### src/rtl/dfs_pkg.sv
// package for the drive fault supervisor: fault codes, widths, reset values, counts
// assumes a single 200 MHz system clock domain
package dfs_pkg;

	// fault codes (decimal display numbers)
	localparam logic [7:0] FC_NONE       = 8'h00;
	localparam logic [7:0] FC_SUPPLY_TAG = 8'h01;
	localparam logic [7:0] FC_SUPPLY0    = 8'h19;
	localparam logic [7:0] FC_CHARGE     = 8'h1c;
	localparam logic [7:0] FC_MAINS      = 8'h1d;
	localparam logic [7:0] FC_I2T        = 8'h1e;
	localparam logic [7:0] FC_OVERLOAD   = 8'h1f;
	localparam logic [7:0] FC_ASYM       = 8'h26;
	localparam logic [7:0] FC_COMMUT     = 8'h27;
	localparam logic [7:0] FC_ENC2       = 8'h2a;
	localparam logic [7:0] FC_CYCLIC     = 8'h2b;
	localparam logic [7:0] FC_ERR_PASV   = 8'h2c;
	localparam logic [7:0] FC_BUS_OFF    = 8'h2d;

	// fault bit positions
	localparam int NUM_FAULTS   = 13;
	localparam int FB_SUP0      = 0;
	localparam int FB_SUP2      = 2;
	localparam int FB_CHARGE    = 3;
	localparam int FB_MAINS     = 4;
	localparam int FB_I2T       = 5;
	localparam int FB_OVERLOAD  = 6;
	localparam int FB_ASYM      = 7;
	localparam int FB_COMMUT    = 8;
	localparam int FB_ENC2      = 9;
	localparam int FB_CYCLIC    = 10;
	localparam int FB_ERR_PASV  = 11;
	localparam int FB_BUS_OFF   = 12;

	// bits 0..9 cut power, 10..12 use the emergency ramp
	localparam logic [12:0] DISABLE_MASK = 13'h03ff;
	localparam logic [12:0] RAMP_MASK    = 13'h1c00;
	localparam logic [12:0] FAULT_RST    = 13'h0000;

	// bus error counter thresholds
	localparam logic [7:0] CAN_PASV_LIMIT = 8'h7f;
	localparam logic [7:0] CAN_OFF_LIMIT  = 8'hff;
	localparam logic [7:0] LOST_RST       = 8'h00;

	// alarm dot blink: 250 ms half period at 200 MHz
	localparam int          CLK_MHZ        = 200;
	localparam int          BLINK_HALF_MS  = 250;
	localparam int          BLINK_CYCLES   = BLINK_HALF_MS * 1000 * CLK_MHZ;
	localparam logic [27:0] BLINK_RST      = 28'h0000000;

	typedef struct packed {
		logic [2:0] supply_low;
		logic       charge_defect;
		logic       mains_over;
		logic       i2t_over;
		logic       overload_over;
		logic       enc_asym;
		logic       commut_fail;
		logic       enc2_break;
		logic       enc2_init_fail;
	} dfs_cond_s;

	typedef struct packed {
		logic       power_disable;
		logic       emergency_ramp;
		logic [7:0] code;
		logic       supply_tag;
	} dfs_resp_s;

endpackage : dfs_pkg

### src/rtl/dfs_supervisor.sv
// drive fault supervisor: latches faults, chooses response, drives alarm dot
// assumes condition, option and alarm inputs are asynchronous levels
// assumes ack and bus counters come from logic on i_clk_sys
//
// Functional notes
// - supply undervoltage: codes 25-27 plus 01, disable
// - charging circuit defect: code 28, disable
// - mains power high: code 29, disable, acknowledgeable
// - motor i2t loss high: code 30, disable
// - overload protection limit: code 31, disable
// - encoder track amplitude mismatch: code 38, disable
// - commutation measurement unfinished: code 39, disable
// - second encoder break/init fail: code 42
// - lost cyclic data maximum: code 43, ramp
// - bus counter >127 code 44; 255 also sets the code 45 flag, but code 44 is shown
// - pending alarm flashes display decimal point
`timescale 1ns/1ps

module dfs_supervisor #(
	parameter int BLINK_CYCLES = dfs_pkg::BLINK_CYCLES
) (
	input  wire logic              i_clk_sys,
	input  wire logic              i_reset,
	input  wire dfs_pkg::dfs_cond_s i_cond,
	input  wire logic              i_second_encoder_option,
	input  wire logic [7:0]        i_lost_count,
	input  wire logic [7:0]        i_lost_max,
	input  wire logic [7:0]        i_can_err_count,
	input  wire logic              i_ack,
	input  wire logic              i_alarm_pending,
	output logic [12:0]            o_fault_flags,
	output dfs_pkg::dfs_resp_s     o_resp,
	output logic                   o_display_dot
);

	// ****************************************
	// input synchronisers
	// ****************************************
	logic [10:0] sync1_ff;
	logic [10:0] sync2_ff;
	logic [10:0] nxt_sync1;
	logic [10:0] nxt_sync2;
	logic        opt1_ff;
	logic        opt2_ff;
	logic        nxt_opt1;
	logic        nxt_opt2;
	logic        alm1_ff;
	logic        alm2_ff;
	logic        nxt_alm1;
	logic        nxt_alm2;

	// condition levels: only the second stage reads the first
	always_comb begin
		nxt_sync1 = i_cond;
		nxt_sync2 = sync1_ff;
	end

	always_ff @(posedge i_clk_sys or posedge i_reset) begin
		if (i_reset) begin
			sync1_ff <= 11'h000;
			sync2_ff <= 11'h000;
		end else begin
			sync1_ff <= nxt_sync1;
			sync2_ff <= nxt_sync2;
		end
	end

	// ****************************************
	// second encoder option strap
	// ****************************************
	always_comb begin
		nxt_opt1 = i_second_encoder_option;
		nxt_opt2 = opt1_ff;
	end

	always_ff @(posedge i_clk_sys or posedge i_reset) begin
		if (i_reset) begin
			opt1_ff <= 1'b0;
			opt2_ff <= 1'b0;
		end else begin
			opt1_ff <= nxt_opt1;
			opt2_ff <= nxt_opt2;
		end
	end

	// ****************************************
	// alarm pending level
	// ****************************************
	always_comb begin
		nxt_alm1 = i_alarm_pending;
		nxt_alm2 = alm1_ff;
	end

	always_ff @(posedge i_clk_sys or posedge i_reset) begin
		if (i_reset) begin
			alm1_ff <= 1'b0;
			alm2_ff <= 1'b0;
		end else begin
			alm1_ff <= nxt_alm1;
			alm2_ff <= nxt_alm2;
		end
	end

	dfs_pkg::dfs_cond_s cond;
	assign cond = sync2_ff;

	// ****************************************
	// bus counter thresholds, same clock, no sync
	// ****************************************
	logic lost_hit;
	logic pasv_hit;
	logic off_hit;

	// zero max switches the lost-data check off; at 255 both bus faults stand
	always_comb begin
		lost_hit = (i_lost_max != dfs_pkg::LOST_RST) && (i_lost_count >= i_lost_max);
		pasv_hit = i_can_err_count > dfs_pkg::CAN_PASV_LIMIT;
		off_hit  = i_can_err_count == dfs_pkg::CAN_OFF_LIMIT;
	end

	// ****************************************
	// raw fault conditions
	// ****************************************
	logic [12:0] raw;

	always_comb begin
		raw                       = dfs_pkg::FAULT_RST;
		// supply and power stage
		raw[dfs_pkg::FB_SUP2:dfs_pkg::FB_SUP0] = cond.supply_low;
		raw[dfs_pkg::FB_CHARGE]   = cond.charge_defect;
		raw[dfs_pkg::FB_MAINS]    = cond.mains_over;
		raw[dfs_pkg::FB_I2T]      = cond.i2t_over;
		raw[dfs_pkg::FB_OVERLOAD] = cond.overload_over;

		// encoders; the second one only counts when fitted
		raw[dfs_pkg::FB_ASYM]     = cond.enc_asym;
		raw[dfs_pkg::FB_COMMUT]   = cond.commut_fail;
		raw[dfs_pkg::FB_ENC2]     = opt2_ff & (cond.enc2_break | cond.enc2_init_fail);

		// communication
		raw[dfs_pkg::FB_CYCLIC]   = lost_hit;
		raw[dfs_pkg::FB_ERR_PASV] = pasv_hit;
		raw[dfs_pkg::FB_BUS_OFF]  = off_hit;
	end

	// ****************************************
	// fault latch: set wins, clear needs ack and cleared cause
	// ****************************************
	logic [12:0] fault_ff;
	logic [12:0] nxt_fault;

	// per bit: a live cause always wins over ack
	always_comb begin
		nxt_fault = fault_ff;
		for (int b = 0; b < dfs_pkg::NUM_FAULTS; b++) begin
			if (raw[b]) begin
				nxt_fault[b] = 1'b1;
			end else if (i_ack) begin
				nxt_fault[b] = 1'b0;
			end else begin
				nxt_fault[b] = fault_ff[b];
			end
		end
	end

	// ****************************************
	// fault latch register
	// ****************************************

	always_ff @(posedge i_clk_sys or posedge i_reset) begin
		if (i_reset) begin
			fault_ff <= dfs_pkg::FAULT_RST;
		end else begin
			fault_ff <= nxt_fault;
		end
	end

	// ****************************************
	// response and reported code
	// ****************************************
	// index of the lowest-numbered latched fault, 4'hf if none
	function automatic logic [3:0] first_fault(input logic [12:0] f);
		logic [3:0] idx;
		idx = 4'hf;
		for (int i = dfs_pkg::NUM_FAULTS - 1; i >= 0; i--) begin
			if (f[i]) begin
				idx = 4'(i);
			end
		end
		return idx;
	endfunction : first_fault

	// ****************************************
	// display code table
	// ****************************************
	// unused indices mean no fault
	function automatic logic [7:0] fault_code(input logic [3:0] idx);
		logic [7:0] c;
		unique case (idx)
			4'h0:    c = dfs_pkg::FC_SUPPLY0;
			4'h1:    c = dfs_pkg::FC_SUPPLY0 + 8'h01;
			4'h2:    c = dfs_pkg::FC_SUPPLY0 + 8'h02;
			4'h3:    c = dfs_pkg::FC_CHARGE;
			4'h4:    c = dfs_pkg::FC_MAINS;
			4'h5:    c = dfs_pkg::FC_I2T;
			4'h6:    c = dfs_pkg::FC_OVERLOAD;
			4'h7:    c = dfs_pkg::FC_ASYM;
			4'h8:    c = dfs_pkg::FC_COMMUT;
			4'h9:    c = dfs_pkg::FC_ENC2;
			4'ha:    c = dfs_pkg::FC_CYCLIC;
			4'hb:    c = dfs_pkg::FC_ERR_PASV;
			4'hc:    c = dfs_pkg::FC_BUS_OFF;
			default: c = dfs_pkg::FC_NONE;
		endcase
		return c;
	endfunction : fault_code

	// ****************************************
	// response registers
	// ****************************************

	dfs_pkg::dfs_resp_s resp_ff;
	dfs_pkg::dfs_resp_s nxt_resp;
	logic               dis_any;
	logic               ramp_any;
	logic               sup_any;

	// registered so the response lags the flags by one cycle
	always_comb begin
		dis_any                 = |(fault_ff & dfs_pkg::DISABLE_MASK);
		ramp_any                = |(fault_ff & dfs_pkg::RAMP_MASK);
		sup_any                 = |fault_ff[dfs_pkg::FB_SUP2:dfs_pkg::FB_SUP0];
		nxt_resp.power_disable  = dis_any;
		nxt_resp.emergency_ramp = ramp_any & ~dis_any;
		nxt_resp.code           = fault_code(first_fault(fault_ff));
		nxt_resp.supply_tag     = sup_any;
	end

	always_ff @(posedge i_clk_sys or posedge i_reset) begin
		if (i_reset) begin
			resp_ff <= '0;
		end else begin
			resp_ff <= nxt_resp;
		end
	end

	// ****************************************
	// alarm dot blink
	// ****************************************
	logic [27:0] blink_cnt_ff;
	logic [27:0] nxt_blink_cnt;
	logic        blink_wrap;
	logic        dot_ff;
	logic        nxt_dot;

	// half-period counter, held at zero while nothing is pending
	always_comb begin
		blink_wrap    = blink_cnt_ff >= 28'(BLINK_CYCLES - 1);
		nxt_blink_cnt = blink_cnt_ff + 28'h0000001;
		if (!alm2_ff || blink_wrap) begin
			nxt_blink_cnt = dfs_pkg::BLINK_RST;
		end
	end

	always_ff @(posedge i_clk_sys or posedge i_reset) begin
		if (i_reset) begin
			blink_cnt_ff <= dfs_pkg::BLINK_RST;
		end else begin
			blink_cnt_ff <= nxt_blink_cnt;
		end
	end

	// ****************************************
	// alarm dot output
	// ****************************************
	// toggles at each wrap, dark when idle
	always_comb begin
		nxt_dot = dot_ff;
		if (!alm2_ff) begin
			nxt_dot = 1'b0;
		end else if (blink_wrap) begin
			nxt_dot = ~dot_ff;
		end
	end

	always_ff @(posedge i_clk_sys or posedge i_reset) begin
		if (i_reset) begin
			dot_ff <= 1'b0;
		end else begin
			dot_ff <= nxt_dot;
		end
	end

	// ****************************************
	// outputs
	// ****************************************
	// all straight from flip-flops
	assign o_fault_flags = fault_ff;
	assign o_resp        = resp_ff;
	assign o_display_dot = dot_ff;

endmodule : dfs_supervisor

### config.mk
export PLATFORM = sky130hd
export DESIGN_NAME = dfs_supervisor
export DESIGN_NICKNAME = d
export VERILOG_FILES = /design/src/rtl/dfs_pkg.sv /design/src/rtl/dfs_supervisor.sv
export SDC_FILE = /design/constraint.sdc
export NUM_CORES = 1
export LEC_CHECK = 0
export ABC_AREA = 1
export BUFFER_PORTS_ARGS = -buffer_cell sky130_fd_sc_hd__buf_2
export CAP_MARGIN = 25
export CORE_ASPECT_RATIO = 1.2
export CORE_MARGIN = 2
export CORE_UTILIZATION = 45
export CTS_CLUSTER_DIAMETER = 60
export CTS_CLUSTER_SIZE = 10
export DETAILED_ROUTE_END_ITERATION = 6
export PLACE_DENSITY = 0.77
export SLEW_MARGIN = 25
export SYNTH_ARGS = -nofsm -noshare
export SYNTH_HDL_FRONTEND = slang
export SYNTH_SLANG_ARGS = --single-unit
### constraint.sdc
create_clock -name i_clk_sys -period 2.3 [get_ports i_clk_sys]
set_input_delay 0.23 -clock i_clk_sys [delete_from_list [all_inputs] [get_ports i_clk_sys]]
set_output_delay 0.23 -clock i_clk_sys [all_outputs]
set_load 0.03 [all_outputs]
==> metrics.txt <==
run status finished clean; row count 35; clock sinks 77; Mapped Cells 351; Leakage 2.01 nW; worst min-delay path category in -> reg; clock buffer count from CTS 9; DP HPWL 4770 microns; total vias in the final route 2623; Reg-to-Reg Start o_fault_flags[8]; Worst path depth 12; fraction of layout cells with a size suffix above 1 24.0%; Worst R2R End o_resp[6]; crit path from o_fault_flags[8]; First DRT Iteration DRCs 168; syn avg cell area 9.85 sq um; Pre-antenna DRT Iters 4; P&R area growth vs syn 21.5%; total wire length 6610 microns; final period utilization 88.0%; required time of the critical path 2.55 ns; I/O pins 65; number of fill cells in the layout 688; number of synthesized flops with an enable pin 0; post-route design area 4200 sq um; # resized after CTS 0; Yosys cell types 37; routability cong. 0.816; maximum clock path buffer count 2; cell mode on critical path nor2_1; Antenna Nets Post-Route 0; RSZ-0062 raised after global routing no; post-DR wirelength/cell 12.4 microns; Max Slew Vio Count 0; htree depth 3; grt total ovfl 0; Peak Freq 494 MHz; Diodes inserted 0; Worst slew margin 65.6%; IO buf count 62; R2R Setup Slk 0.28 ns; Synth Flop Type dfrtp_1; Finish-stage setup viols 0; max cap viols 0; CP Capture Type flip-flop; vias in the first global route 2702; worst vdd ir 0.363 mV; initial antenna violation count 0; Die H 100 microns; Critical Path AT 2.27 ns; post-synthesis cell area 3460 sq um; die width 84.0 microns; CP peak stage delay 0.40 ns; Crit Path Max Fanout 3; Critical Path Source Type flip-flop; Async SR Flop Fraction 100%; post-synthesis sequential area ratio 55.7%; WHS 0.0200 ns; R2R cell count 12; Nets 489; GRT Resource Usage Total 17.2%; clk root buf clkbuf_8; first-pass GRT wire length 11500 microns; Core Region 7580 sq um; die area 8410 sq um; Power Density 645 nW/um^2; worst slew pin tran 0.515 ns; worst skew pair latency 0.35 ns; TritonCTS clock tree done; largest net degree at the start of global routing 55; Area after DPL 3870 sq um; critical path's top delay family simple AND/OR/NAND/NOR gates; post-layout utilization of the core 55.5%; Via density 4.92; setup bufs post-CTS 0; worst path cell trace nor2_1 > o21ai_0 > nand3_1 > nand3_1 > nand3_1 > nand2_1 > nor2_1 > inv_1 > ha_1 > nor2_1 > nor2_1 > a31o_2; total negative setup slack 0 ns; Clock Pin Slew Worst Setup and Hold Paths 0.09 ns; slowest cell on the critical path dfrtp_1; Yosys warning count 0; drt drc 0; CP endpoint o_resp[6]; Tmin final 2.02 ns; Worst Clk Skew 0.0107 ns; Crit Path Category reg -> reg; #FFs+latches synth 77; worst path buffer plus inverter count 1; Starting Density 45.6%; Hold Vio Cnt, Final 0
-- synth_stat cells (2+ instances only) --
cell type   n  area (sq um)
a21oi_1    12          60.1
buf_4       2          15.0
buf_6       2          22.5
dfrtp_1    77          1930
ha_1       13           163
inv_1      51           191
inv_2       3          11.3
nand2_1    55           206
nand2_2     3          18.8
nand3_1    11          55.1
nand3_2     3          30.0
nand4_1     8          50.1
nor2_1     37           139
nor2_2      4          25.0
nor2_4      6          67.6
nor3_1      8          40.0
nor3_2      2          20.0
nor3b_1     3          22.5
nor4_1      5          31.3
o21ai_0     9          45.0
o21bai_1   10          75.1
xnor2_1     2          17.5
xor2_1     11          96.3
-- layout by cell type, fill, tap and decap left out, types with 3 or more instances in the layout --
cell type	Yosys	final
clkbuf_8	0	9
inv_2	3	4
nor4_1	5	5
nand3_2	3	3
o21ai_0	9	9
nand2_1	55	55
nand2_2	3	3
a21oi_1	12	12
nand4_1	8	8
inv_1	51	50
xor2_1	11	11
nor2_1	37	37
conb_1	1	4
dlygate4sd3_1	0	13
dfrtp_1	77	77
nor3b_1	3	3
nor2_4	6	6
ha_1	13	13
nor3_1	8	8
o21bai_1	10	10
nor2_2	4	4
nand3_1	11	11
buf_2	0	62
-- registers in the layout (all words and copies together) (netlist names), 9 cells and up --
| register | cells |
|---|---|
| blink_cnt_ff | 28 |
| o_fault_flags | 13 |
| cond | 11 |
| nxt_sync2 | 11 |
| o_resp | 9 |
-- worst reg2reg max path: cells and delay by family (launching register included) --
kind	cells	cell delay (ns)
adder cells (fa/ha/maj)	1	0.20
AND/OR/NAND/NOR	8	0.91
AO/OA/AOI/OAI	2	0.33
buffers and inverters	1	0.08
flip-flops	1	0.40
-- repair_timing --
item | CTS | global route
endpoints found under the hold margin | 35 | 0
hold buffers | 13 | 0
endpoints found under the setup margin | 0 | 0
-- power by group --
part	total (W)	internal [W]	switching (W)
registers	0.00142	0.00140	0.0000228
logic	0.000270	0.0000992	0.000170
clock network	0.00102	0.000504	0.000514
-- final cells by class --
class	count	area, sq um	area share (%)
clock buffer	9	124	2.95
tap	92	115	2.74
inverter	54	203	4.82
clock inverter	7	73.8	1.76
timing repair buffer	76	460	11.0
multi-input combinational	218	1300	30.9
sequential	77	1930	45.9
-- layer usage --
metal  up-vias  global-route usage [%]  part of all wire (%)
li1       1289                       -                     -
met1      1234                    18.5                    40
met2        82                    31.1                    52
met3        18                    4.44                   5.5
met4         0                    8.56                   2.4
met5         -                       0                     0
-- per-stage QoR --
step / setup WS, ns / total power (W) / cells
2_1_floorplan: 0.103 / 0.00161 / 354
3_3_place_gp: 0.426 / 0.00169 / 504
3_5_place_dp: 0.337 / 0.00171 / 504
4_1_cts: 0.264 / 0.00274 / 533
5_1_grt: 0.0433 / 0.00284 / 533
6_report: 0.276 / 0.00271 / 533
-- how the worst min path moves through the flow --
stage | start | end | slack (ns) | cells past startpoint
after CTS | i_cond[5] | nxt_sync2[5] | 0.003 | 1
final | i_cond[5] | nxt_sync2[5] | 0.02 | 1
after global routing | i_cond[5] | nxt_sync2[5] | 0.003 | 1
after floorplan | i_alarm_pending | alm1_ff | 0.26 | 0
after global placement | i_reset | blink_cnt_ff[18] | 0.29 | 2
after detailed placement | i_reset | blink_cnt_ff[16] | 0.30 | 2
-- kinds of logic after synthesis --
family / Yosys count / synth area share [%]
other: 1 / 0.108
AO/OA/AOI/OAI: 39 / 7.02
flip-flops: 77 / 55.7
adder cells (fa/ha/maj): 13 / 4.70
XOR/XNOR: 13 / 3.29
buffers and inverters: 59 / 7.05
AND/OR/NAND/NOR: 149 / 22.1
Power figures use the tool's default switching activity.
